<file path="config.mk">
export PLATFORM = sky130hd
export DESIGN_NAME = psr_top
export DESIGN_NICKNAME = d
export VERILOG_FILES = /design/src/rtl/psr_pkg.sv /design/src/rtl/psr_reg_if.sv /design/src/rtl/psr_wb_slave.sv /design/src/rtl/psr_pulse_timer.sv /design/src/rtl/psr_top.sv
export SDC_FILE = /design/constraint.sdc
export NUM_CORES = 1
export LEC_CHECK = 0
export BUFFER_PORTS_ARGS = -buffer_cell sky130_fd_sc_hd__buf_2
export CORE_MARGIN = 2
export CORE_UTILIZATION = 50
export CTS_CLUSTER_SIZE = 20
export DETAILED_ROUTE_END_ITERATION = 10
export PLACE_DENSITY = 0.8
export SLEW_MARGIN = 20
export SYNTH_ARGS = -nofsm -noshare
export SYNTH_HDL_FRONTEND = slang
export SYNTH_SLANG_ARGS = --single-unit
</file>
<file path="constraint.sdc">
create_clock -name mclk -period 2.8 [get_ports mclk]
set_clock_uncertainty 0.05 [all_clocks]
set_input_delay 0.56 -clock mclk [delete_from_list [all_inputs] [get_ports mclk]]
set_output_delay 0.56 -clock mclk [all_outputs]
set_load 0.05 [all_outputs]
</file>
<file path="src/rtl/psr_pkg.sv">
// Constants shared by the peripheral software reset block: register
// indices, field positions, reset values and the address decode helper.
// Assumes a 32-bit classic Wishbone bus with byte addresses.
package psr_pkg;

    // Register indices as printed; the byte address is four times the index.
    localparam logic [15:0] PULSE_LEN_IDX = 16'h1c04;
    localparam logic [15:0] TRIG_IDX = 16'h1c05;

    // Bit positions of the reset control register.
    localparam int GRP4_BIT = 7;
    localparam int GRP3_BIT = 5;
    localparam int DMA_BIT = 4;
    localparam int USB_BIT = 3;
    localparam int ANALOG_BIT = 2;
    localparam int GRP1_BIT = 1;
    localparam int I2C_BIT = 0;

    // Writable trigger bits; bit 6 and the upper byte are reserved.
    localparam logic [7:0] TRIG_WRITE_MASK = 8'hbf;

    // Values after reset.
    localparam logic [15:0] PULSE_LEN_RESET = 16'h0008;
    localparam logic [7:0] TRIG_RESET = 8'h00;
    localparam logic [15:0] COUNT_RESET = 16'h0000;
    localparam logic [31:0] RDATA_RESET = 32'h0000_0000;

    // Smallest pulse length that software is advised to program.
    localparam logic [15:0] PULSE_LEN_MIN = 16'h0008;

    typedef enum logic [1:0] {
        PSR_IDLE = 2'b01,
        PSR_HOLD = 2'b10
    } psr_state_t;

    // True when a byte address selects the register of the given index.
    function automatic logic psr_hit(input logic [31:0] adr, input logic [15:0] idx);
        psr_hit = (adr[31:18] == 14'h0000) && (adr[17:2] == idx);
    endfunction : psr_hit

endpackage : psr_pkg

</file>
<file path="src/rtl/psr_reg_if.sv">
// Carrier between the bus slave, the pulse timer and the core of the
// peripheral software reset block. Assumes all three share mclk.
interface psr_reg_if;
    logic wrLen;
    logic wrTrig;
    logic [15:0] wrData;
    logic [1:0] wrByteEn;
    logic [15:0] lenVal;
    logic [7:0] trigVal;
    logic tmrLoad;
    logic [15:0] tmrLoadVal;
    logic tmrRun;
    logic tmrExpire;

    modport slave (
        output wrLen,
        output wrTrig,
        output wrData,
        output wrByteEn,
        input lenVal,
        input trigVal
    );

    modport timer (
        input tmrLoad,
        input tmrLoadVal,
        input tmrRun,
        output tmrExpire
    );

    modport core (
        input wrLen,
        input wrTrig,
        input wrData,
        input wrByteEn,
        output lenVal,
        output trigVal,
        output tmrLoad,
        output tmrLoadVal,
        output tmrRun,
        input tmrExpire
    );
endinterface : psr_reg_if

</file>
<file path="src/rtl/psr_wb_slave.sv">
// Classic Wishbone slave for the peripheral software reset registers.
// Assumes a single-cycle master that holds its request until ack.
module psr_wb_slave (
    input wire logic mclk,
    input wire logic srst,
    input wire logic wbCyc,
    input wire logic wbStb,
    input wire logic wbWe,
    input wire logic [31:0] wbAdr,
    input wire logic [3:0] wbSel,
    input wire logic [31:0] wbDatIn,
    output logic [31:0] wbDatOut,
    output logic wbAck,
    psr_reg_if.slave regs
);
    logic ack_ff;
    logic nxt_ack;
    logic [31:0] rdata_ff;
    logic [31:0] nxt_rdata;
    logic hitLen;
    logic hitTrig;

    // Ack comes one cycle after the request and lasts one cycle; unmapped
    // addresses are acknowledged too and read as zero, so no bus hangs.
    always_comb begin
        hitLen = psr_pkg::psr_hit(wbAdr, psr_pkg::PULSE_LEN_IDX);
        hitTrig = psr_pkg::psr_hit(wbAdr, psr_pkg::TRIG_IDX);
        nxt_ack = wbCyc && wbStb && !ack_ff;
        nxt_rdata = psr_pkg::RDATA_RESET;
        if (nxt_ack && !wbWe && hitLen) begin
            nxt_rdata = {16'h0000, regs.lenVal};
        end else if (nxt_ack && !wbWe && hitTrig) begin
            // Status read back.
            nxt_rdata = {24'h00_0000, regs.trigVal};
        end
    end

    always_ff @(posedge mclk) begin
        if (srst) begin
            ack_ff <= 1'b0;
            rdata_ff <= psr_pkg::RDATA_RESET;
        end else begin
            ack_ff <= nxt_ack;
            rdata_ff <= nxt_rdata;
        end
    end

    // Writes land at the edge on which the master sees ack.
    assign regs.wrLen = wbCyc && wbStb && wbWe && ack_ff && hitLen;
    assign regs.wrTrig = wbCyc && wbStb && wbWe && ack_ff && hitTrig;
    assign regs.wrData = wbDatIn[15:0];
    assign regs.wrByteEn = wbSel[1:0];
    assign wbAck = ack_ff;
    assign wbDatOut = rdata_ff;
endmodule : psr_wb_slave

</file>
<file path="src/rtl/psr_pulse_timer.sv">
// Down counter that times one software reset pulse.
// Assumes load and run come from logic on mclk.
module psr_pulse_timer #(
    parameter int CNT_W = 16
) (
    input wire logic mclk,
    input wire logic srst,
    psr_reg_if.timer tmr
);
    logic [CNT_W-1:0] cnt_ff;
    logic [CNT_W-1:0] nxt_cnt;

    // Load length minus one.
    // A length of zero is treated as one cycle, the shortest pulse possible.
    always_comb begin
        nxt_cnt = cnt_ff;
        if (tmr.tmrLoad) begin
            nxt_cnt = (tmr.tmrLoadVal == '0) ? '0 : CNT_W'(tmr.tmrLoadVal - 1'b1);
        end else if (tmr.tmrRun && cnt_ff != '0) begin
            nxt_cnt = CNT_W'(cnt_ff - 1'b1);
        end
    end

    always_ff @(posedge mclk) begin
        if (srst) begin
            cnt_ff <= CNT_W'(psr_pkg::COUNT_RESET);
        end else begin
            cnt_ff <= nxt_cnt;
        end
    end

    // Expiry at zero.
    assign tmr.tmrExpire = tmr.tmrRun && (cnt_ff == '0) && !tmr.tmrLoad;
endmodule : psr_pulse_timer

</file>
<file path="src/rtl/psr_top.sv">
// Peripheral software reset generator: a pulse length register, a trigger
// register and active-low reset lines to the peripheral groups.
// Assumes one clock, mclk, and a classic Wishbone master on the bus side.
// Software is expected to poll the trigger bits before using a peripheral.

// Operation
// Each triggered line stays asserted exactly the programmed count of clock cycles; a reload holds earlier lines until the new count ends.
// The code holds the lines for one cycle when the programmed count is zero.
// Peripheral reset lines are driven low while the count runs.
// When the counter reaches zero, all set trigger bits clear automatically.
// Writing a one to a trigger bit starts that group's reset.
// Reading the trigger register returns the live state of each group's reset.
// Software must not touch a peripheral until the count has elapsed.
// Software programs a pulse length of at least eight before triggering.
// Software writes length eight first, then sets the wanted trigger bits.
// One trigger bit may reset several peripherals; group 4 resets five.
// Bits: group4=7, group3=5, DMA=4, USB=3, analog=2, group1=1, I2C=0.
// Writing zero to a trigger bit neither starts nor shortens a reset.
// Software writes zeros to reserved bit 6 and the upper byte.
// A write during a count adds groups and reloads the counter.
module psr_top (
    input wire logic mclk,
    input wire logic srst,
    input wire logic wb_cyc_i,
    input wire logic wb_stb_i,
    input wire logic wb_we_i,
    input wire logic [31:0] wb_adr_i,
    input wire logic [3:0] wb_sel_i,
    input wire logic [31:0] wb_dat_i,
    output logic [31:0] wb_dat_o,
    output logic wb_ack_o,
    output logic lcdRstN,
    output logic i2s2RstN,
    output logic i2s3RstN,
    output logic uartRstN,
    output logic spiRstN,
    output logic mmcSd0RstN,
    output logic mmcSd1RstN,
    output logic i2s0RstN,
    output logic i2s1RstN,
    output logic [3:0] dmaCtrlRstN,
    output logic usbRstN,
    output logic analogConvRstN,
    output logic emifRstN,
    output logic [2:0] timerRstN,
    output logic i2cRstN,
    output logic pulseBusy
);
    // Register writes, timer control and status travel on one carrier, so
    // the slave and the timer see a single, consistent view of the core.
    psr_reg_if regBus ();

    logic [15:0] pulseLen_ff;
    logic [15:0] nxt_pulseLen;
    logic [7:0] active_ff;
    logic [7:0] nxt_active;
    logic [7:0] setBits;
    psr_pkg::psr_state_t state_ff;
    psr_pkg::psr_state_t nxt_state;

    // One flop per line rather than one per group: each pin then has its own
    // driver and can be placed near the peripheral that it resets.
    logic lcdRstN_ff;
    logic i2s2RstN_ff;
    logic i2s3RstN_ff;
    logic uartRstN_ff;
    logic spiRstN_ff;
    logic mmcSd0RstN_ff;
    logic mmcSd1RstN_ff;
    logic i2s0RstN_ff;
    logic i2s1RstN_ff;
    logic [3:0] dmaCtrlRstN_ff;
    logic usbRstN_ff;
    logic analogConvRstN_ff;
    logic emifRstN_ff;
    logic [2:0] timerRstN_ff;
    logic i2cRstN_ff;
    logic pulseBusy_ff;

    // Next values of the line flops.
    logic nxt_lcdRstN;
    logic nxt_i2s2RstN;
    logic nxt_i2s3RstN;
    logic nxt_uartRstN;
    logic nxt_spiRstN;
    logic nxt_mmcSd0RstN;
    logic nxt_mmcSd1RstN;
    logic nxt_i2s0RstN;
    logic nxt_i2s1RstN;
    logic [3:0] nxt_dmaCtrlRstN;
    logic nxt_usbRstN;
    logic nxt_analogConvRstN;
    logic nxt_emifRstN;
    logic [2:0] nxt_timerRstN;
    logic nxt_i2cRstN;
    logic nxt_pulseBusy;

    // Turns a held group bit into the active-low level of its lines.
    // Kept as a function so every group decodes its bit the same way.
    function automatic logic psr_line_n(input logic [7:0] grp, input int pos);
        psr_line_n = !grp[pos];
    endfunction : psr_line_n

    // Merges the byte lanes of a 16-bit register write.
    function automatic logic [15:0] psr_merge(
        input logic [15:0] old,
        input logic [15:0] wdata,
        input logic [1:0] ben
    );
        psr_merge = old;
        if (ben[0]) begin
            psr_merge[7:0] = wdata[7:0];
        end
        if (ben[1]) begin
            psr_merge[15:8] = wdata[15:8];
        end
    endfunction : psr_merge

    // The slave acknowledges every access one cycle after taking it, and
    // acknowledges unmapped addresses as well, so software never stalls.
    psr_wb_slave psr_wb_slave_inst (
        .mclk(mclk),
        .srst(srst),
        .wbCyc(wb_cyc_i),
        .wbStb(wb_stb_i),
        .wbWe(wb_we_i),
        .wbAdr(wb_adr_i),
        .wbSel(wb_sel_i),
        .wbDatIn(wb_dat_i),
        .wbDatOut(wb_dat_o),
        .wbAck(wb_ack_o),
        .regs(regBus.slave)
    );

    // The counter is as wide as the length field, so every programmable
    // length is reachable without a prescaler.
    psr_pulse_timer #(
        .CNT_W(16)
    ) psr_pulse_timer_inst (
        .mclk(mclk),
        .srst(srst),
        .tmr(regBus.timer)
    );

    // The length is only sampled when a trigger write sets bits, so rewriting it
    // mid-pulse never stretches or cuts the pulse already running.
    always_comb begin
        nxt_pulseLen = pulseLen_ff;
        if (regBus.wrLen) begin
            nxt_pulseLen = psr_merge(pulseLen_ff, regBus.wrData, regBus.wrByteEn);
        end
    end

    always_ff @(posedge mclk) begin
        if (srst) begin
            pulseLen_ff <= psr_pkg::PULSE_LEN_RESET;
        end else begin
            pulseLen_ff <= nxt_pulseLen;
        end
    end

    // Trigger register and sequence state.
    always_comb begin
        setBits = 8'h00;
        // Ones start resets.
        // Zeros are ignored.
        // Reserved bits masked.
        if (regBus.wrTrig && regBus.wrByteEn[0]) begin
            setBits = regBus.wrData[7:0] & psr_pkg::TRIG_WRITE_MASK;
        end
        // Clear on expiry.
        // New ones join the set.
        // A set in the expiry cycle survives, so no trigger is lost.
        nxt_active = (regBus.tmrExpire ? 8'h00 : active_ff) | setBits;
        // A reload in the expiry cycle holds the earlier groups for the new
        // count as well, because the timer suppresses expiry while loading.
        nxt_state = state_ff;
        case (state_ff)
            psr_pkg::PSR_IDLE: begin
                // A pulse starts only from a write of ones.
                if (setBits != 8'h00) begin
                    nxt_state = psr_pkg::PSR_HOLD;
                end
            end
            psr_pkg::PSR_HOLD: begin
                // Stay until no group is held any more.
                if (nxt_active == 8'h00) begin
                    nxt_state = psr_pkg::PSR_IDLE;
                end
            end
            default: begin
                nxt_state = psr_pkg::PSR_IDLE;
            end
        endcase
    end

    always_ff @(posedge mclk) begin
        if (srst) begin
            // The block's own reset drops every held group at once.
            active_ff <= psr_pkg::TRIG_RESET;
            state_ff <= psr_pkg::PSR_IDLE;
        end else begin
            active_ff <= nxt_active;
            state_ff <= nxt_state;
        end
    end

    // Length taken at trigger.
    // Reload on any set.
    assign regBus.tmrLoad = (setBits != 8'h00);
    assign regBus.tmrLoadVal = pulseLen_ff;
    assign regBus.tmrRun = (state_ff == psr_pkg::PSR_HOLD);
    assign regBus.lenVal = pulseLen_ff;
    // Live reset state.
    assign regBus.trigVal = active_ff;

    // Reset lines follow the next trigger state so they coincide with it.
    always_comb begin
        // Active-low lines.
        // Group 4 fanout.
        nxt_lcdRstN = psr_line_n(nxt_active, psr_pkg::GRP4_BIT);
        nxt_i2s2RstN = psr_line_n(nxt_active, psr_pkg::GRP4_BIT);
        nxt_i2s3RstN = psr_line_n(nxt_active, psr_pkg::GRP4_BIT);
        nxt_uartRstN = psr_line_n(nxt_active, psr_pkg::GRP4_BIT);
        nxt_spiRstN = psr_line_n(nxt_active, psr_pkg::GRP4_BIT);
        // Group 3 fanout.
        nxt_mmcSd0RstN = psr_line_n(nxt_active, psr_pkg::GRP3_BIT);
        nxt_mmcSd1RstN = psr_line_n(nxt_active, psr_pkg::GRP3_BIT);
        nxt_i2s0RstN = psr_line_n(nxt_active, psr_pkg::GRP3_BIT);
        nxt_i2s1RstN = psr_line_n(nxt_active, psr_pkg::GRP3_BIT);
        // All DMA controllers.
        nxt_dmaCtrlRstN = {4{psr_line_n(nxt_active, psr_pkg::DMA_BIT)}};
        // Single-line groups.
        nxt_usbRstN = psr_line_n(nxt_active, psr_pkg::USB_BIT);
        nxt_analogConvRstN = psr_line_n(nxt_active, psr_pkg::ANALOG_BIT);
        // Group 1 fanout, then the single I2C line.
        nxt_emifRstN = psr_line_n(nxt_active, psr_pkg::GRP1_BIT);
        nxt_timerRstN = {3{psr_line_n(nxt_active, psr_pkg::GRP1_BIT)}};
        nxt_i2cRstN = psr_line_n(nxt_active, psr_pkg::I2C_BIT);
        // Busy mirrors the trigger register, so either may be polled.
        nxt_pulseBusy = (nxt_active != 8'h00);
    end

    // Lines are released during the block's own reset; a peripheral is
    // only held by software request, never by this block's power-up.
    always_ff @(posedge mclk) begin
        if (srst) begin
            lcdRstN_ff <= 1'b1;
            i2s2RstN_ff <= 1'b1;
            i2s3RstN_ff <= 1'b1;
            uartRstN_ff <= 1'b1;
            spiRstN_ff <= 1'b1;
            mmcSd0RstN_ff <= 1'b1;
            mmcSd1RstN_ff <= 1'b1;
            i2s0RstN_ff <= 1'b1;
            i2s1RstN_ff <= 1'b1;
            dmaCtrlRstN_ff <= 4'hf;
            usbRstN_ff <= 1'b1;
            analogConvRstN_ff <= 1'b1;
            emifRstN_ff <= 1'b1;
            timerRstN_ff <= 3'h7;
            i2cRstN_ff <= 1'b1;
            pulseBusy_ff <= 1'b0;
        end else begin
            lcdRstN_ff <= nxt_lcdRstN;
            i2s2RstN_ff <= nxt_i2s2RstN;
            i2s3RstN_ff <= nxt_i2s3RstN;
            uartRstN_ff <= nxt_uartRstN;
            spiRstN_ff <= nxt_spiRstN;
            mmcSd0RstN_ff <= nxt_mmcSd0RstN;
            mmcSd1RstN_ff <= nxt_mmcSd1RstN;
            i2s0RstN_ff <= nxt_i2s0RstN;
            i2s1RstN_ff <= nxt_i2s1RstN;
            dmaCtrlRstN_ff <= nxt_dmaCtrlRstN;
            usbRstN_ff <= nxt_usbRstN;
            analogConvRstN_ff <= nxt_analogConvRstN;
            emifRstN_ff <= nxt_emifRstN;
            timerRstN_ff <= nxt_timerRstN;
            i2cRstN_ff <= nxt_i2cRstN;
            pulseBusy_ff <= nxt_pulseBusy;
        end
    end

    // Pins come straight from flops, so no decode glitch reaches a peripheral.
    assign lcdRstN = lcdRstN_ff;
    assign i2s2RstN = i2s2RstN_ff;
    assign i2s3RstN = i2s3RstN_ff;
    assign uartRstN = uartRstN_ff;
    assign spiRstN = spiRstN_ff;

    assign mmcSd0RstN = mmcSd0RstN_ff;
    assign mmcSd1RstN = mmcSd1RstN_ff;
    assign i2s0RstN = i2s0RstN_ff;
    assign i2s1RstN = i2s1RstN_ff;

    assign dmaCtrlRstN = dmaCtrlRstN_ff;

    assign usbRstN = usbRstN_ff;
    assign analogConvRstN = analogConvRstN_ff;

    assign emifRstN = emifRstN_ff;
    assign timerRstN = timerRstN_ff;

    assign i2cRstN = i2cRstN_ff;
    assign pulseBusy = pulseBusy_ff;
endmodule : psr_top

</file>
==> results.md <==
* Ratio of cells with drive above 1 in the final layout at 27.2%
* Final setup fails at 0
* Reg-to-Reg Start: psr_pulse_timer_inst.cnt_ff[0]$_SDFFE_PP0P_
* Critical path arrival at 2690 ps
* Number of CTS-inserted buffers at 9
* Placed insts at 566
* Post-CTS setup buffers at 0
* Final Hold Vio Count at 0
* Final TNS setup at 0 ps
* DR WL/cell at 14.6 um
* Reg2reg setup slack at 360 ps
* CTS tree: built
* Fill cells at 584
* Via density at 5.55
* CP endpoint kind: register
* Die W at 87.9 um
* Maximum number of pins on one net before global-route repair at 48
* N_diodes at 0
* Initial antenna violation count at 0
* Avg Cell Area, Syn at 8.97 sq um
* Hold_buf cts at 0
* DIE HEIGHT at 87.9 um
* P_leak at 1.72 nW
* Minimum clock period at 2440 ps
* Maximum clock frequency at 409 MHz
* Root Buffer: clkbuf_8
* FF-to-FF End: state_ff[0]$_SDFFE_PP1P_
* Asr flop ratio synth at 0%
* Share of the synthesized area in the top cell type at 38.1%
* Tcrit/Tclk final at 87.3%
* Initial Util at 51.7%
* Site row count at 30
* Final GP Congestion at 0.831
* Boundary pin count at 127
* Worst Hold Launch: wb_dat_i[6]
* Hold depth at 3
* Worst Hold Class: in2reg
* Post-synth EDFFs at 0
* Pwr/cell area at 463 mW/mm^2
* FF-to-FF path depth at 7
* Critical Path, Cell by Cell: inv_1, ha_1, or3b_1, nor4_2, nand3_1, a21oi_1, o31a_1
* Post-Syn Area at 0.00352 sq mm
* Vias in the first global route at 3028
* Top_reg_cell synth: dfxtp_1
* Num Clock Sinks at 67
* Drt total wl at 8.52 mm
* Slowest cell delay on critical path at 420 ps
* Post-synth top area cell: dfxtp_1
* Ranking of synthesized cells by area: dfxtp_1, buf_4, mux2i_1
* Synthesis-stage register bit count at 67
* Worst path top cell family by delay: simple AND/OR/NAND/NOR gates
* Vias at 3231
* Clk_lat worst skew at 350 ps
* Antenna viol nets, final at 0
* Port Buffers at 90
* Seq/Total Area, Yosys at 38.1%
* Cells after Synth at 392
* Starting DRC count in detailed routing at 227
* Max_cap viols at 0
* Power Total at 1.95 mW
* Yosys warns at 0
* Nets at 556
* Startpoint Class: register
* Yosys cell types at 59
* Type of the worst setup path: reg2reg
* DRT Pass-1 Iters at 4
* Data required, critical path at 3040 ps
* Outcome: completed
* Unrepaired setup endpoints after global routing: false
* Crit path max fanout at 9
* HPWL Detailed at 6.39 mm
* Hold Path Sink: pulseLen_ff[6]$_SDFFE_PP0P_
* Worst IR Drop VDD at 382 uV
* Tot GR Track Use at 23.0%
* Buf/Inv on CP at 1
* GR Overflow Total at 0
* CTS H-Tree Depth at 3
* Non-filler cells, final at 582
* Die Area at 0.00772 sq mm
* Worst Tran Pin Value at 518 ps
* Area growth syn-to-layout at 19.7%
* Remaining DRCs at 0
* Slew Viols, Final at 0
* Clk buf depth at 2
* Final core utilization at 62.0%
* Global-route wire length before repair at 14.0 mm
* Worst-path cell with the longest stage delay: or3b_1
* Post-cts resize count at 0
* Rel. slew slack at 65.2%
* Clock slew at reported path FFs at 70 ps
* Core ar. at 0.00679 sq mm
-- worst reg2reg max path, cell delays in order (launching register included) --
cell     delay (ps)
dfxtp_1         320
inv_1           100
ha_1            210
or3b_1          420
nor4_2          340
nand3_1         420
a21oi_1         390
o31a_1          150
-- cells by family (layout without fill, tap and decap cells) --
group,Yosys count,count (layout),share of synthesized area [%]
buf+inv,50,129,8.47
simple gates,153,153,26.1
other cells,1,16,0.107
compound gates,83,83,16.7
flops,67,67,38.1
mux,20,20,5.76
xor+xnor,16,16,3.99
fa+ha+maj,2,2,0.712
-- power by group --
group / leakage, nW / internal, mW / switching, mW
Combinational: 1.07 / 0.0354 / 0.0907
Clock: 0.103 / 0.503 / 0.367
Sequential: 0.540 / 0.953 / 0.000700
-- registers in the layout, summed over array words and instances (netlist names) --
name	cells
pulseBusy	1
pulseLen_ff	16
timerRstN	1
i2s1RstN	1
state_ff	2
dmaCtrlRstN	1
psr_wb_slave_inst.wbDatOut	16
active_ff	8
psr_pulse_timer_inst.cnt_ff	16
analogConvRstN	1
usbRstN	1
psr_wb_slave_inst.wbAck	1
i2cRstN	1
spiRstN	1
-- layout by cell type (no fill, tap or decap), types with 12 or more instances in the layout --
master   instances
conb_1          16
a21oi_1         12
buf_2           90
nor3_1          15
nor2_1          29
dfxtp_1         67
nor4_1          16
buf_4           14
nand2_1         24
mux2i_1         18
-- worst max path at each step --
| stage | startpoint | to | slack (ps) | cells after the start |
|---|---|---|---|---|
| floorplan | wb_adr_i[7] | pulseLen_ff[3]$_SDFFE_PP1P_ | 440 | 5 |
| global placement | wb_adr_i[18] | psr_pulse_timer_inst.cnt_ff[11]$_SDFFE_PP0P_ | 310 | 6 |
| detailed placement | wb_adr_i[18] | psr_pulse_timer_inst.cnt_ff[5]$_SDFFE_PP0P_ | 220 | 6 |
| CTS | psr_pulse_timer_inst.cnt_ff[0]$_SDFFE_PP0P_ | state_ff[0]$_SDFFE_PP1P_ | 400 | 7 |
| global route | psr_pulse_timer_inst.cnt_ff[0]$_SDFFE_PP0P_ | state_ff[1]$_SDFFE_PP0P_ | 260 | 7 |
| finish | psr_pulse_timer_inst.cnt_ff[0]$_SDFFE_PP0P_ | state_ff[0]$_SDFFE_PP1P_ | 360 | 7 |
-- routing by layer --
layer	part of all wire, %	up-vias	global-route usage (%)
met4	2.2	0	10.3
met1	43	1509	28.2
met2	50	108	38.3
met3	5.1	21	5.56
met5	0	-	0
li1	-	1593	-
-- Yosys cell counts (all sizes together) (8+ instances only) --
cell type and number:
dfxtp 67, buf 30, nor2 29, nand2 24
nor4 23, mux2i 18, nor3 15, a21oi 12
o21ai 12, clkbuf 11, a211oi 10, nand3 10
xor2 10, a21boi 9, and2 9, inv 9
a22o 8, or3 8
-- through the flow --
stage	worst slack (ps)	instance area, sq um	hold WS [ps]
floorplan	437	3570	407
global placement	308	3990	432
detailed placement	218	3990	439
CTS	405	4210	387
global route	255	4210	408
finish	356	4210	394
-- layout make-up --
class | instances | area [sq um] | share of cell area (%)
clock inverters | 6 | 88.8 | 2.11
multi-input cells | 290 | 1940 | 46.1
repair buffers | 104 | 556 | 13.2
clock buffers | 10 | 128 | 3.03
well taps | 96 | 120 | 2.85
inverters | 9 | 33.8 | 0.803
flip-flops and latches | 67 | 1340 | 31.9
No activity file was read; power rests on OpenSTA's default activity.
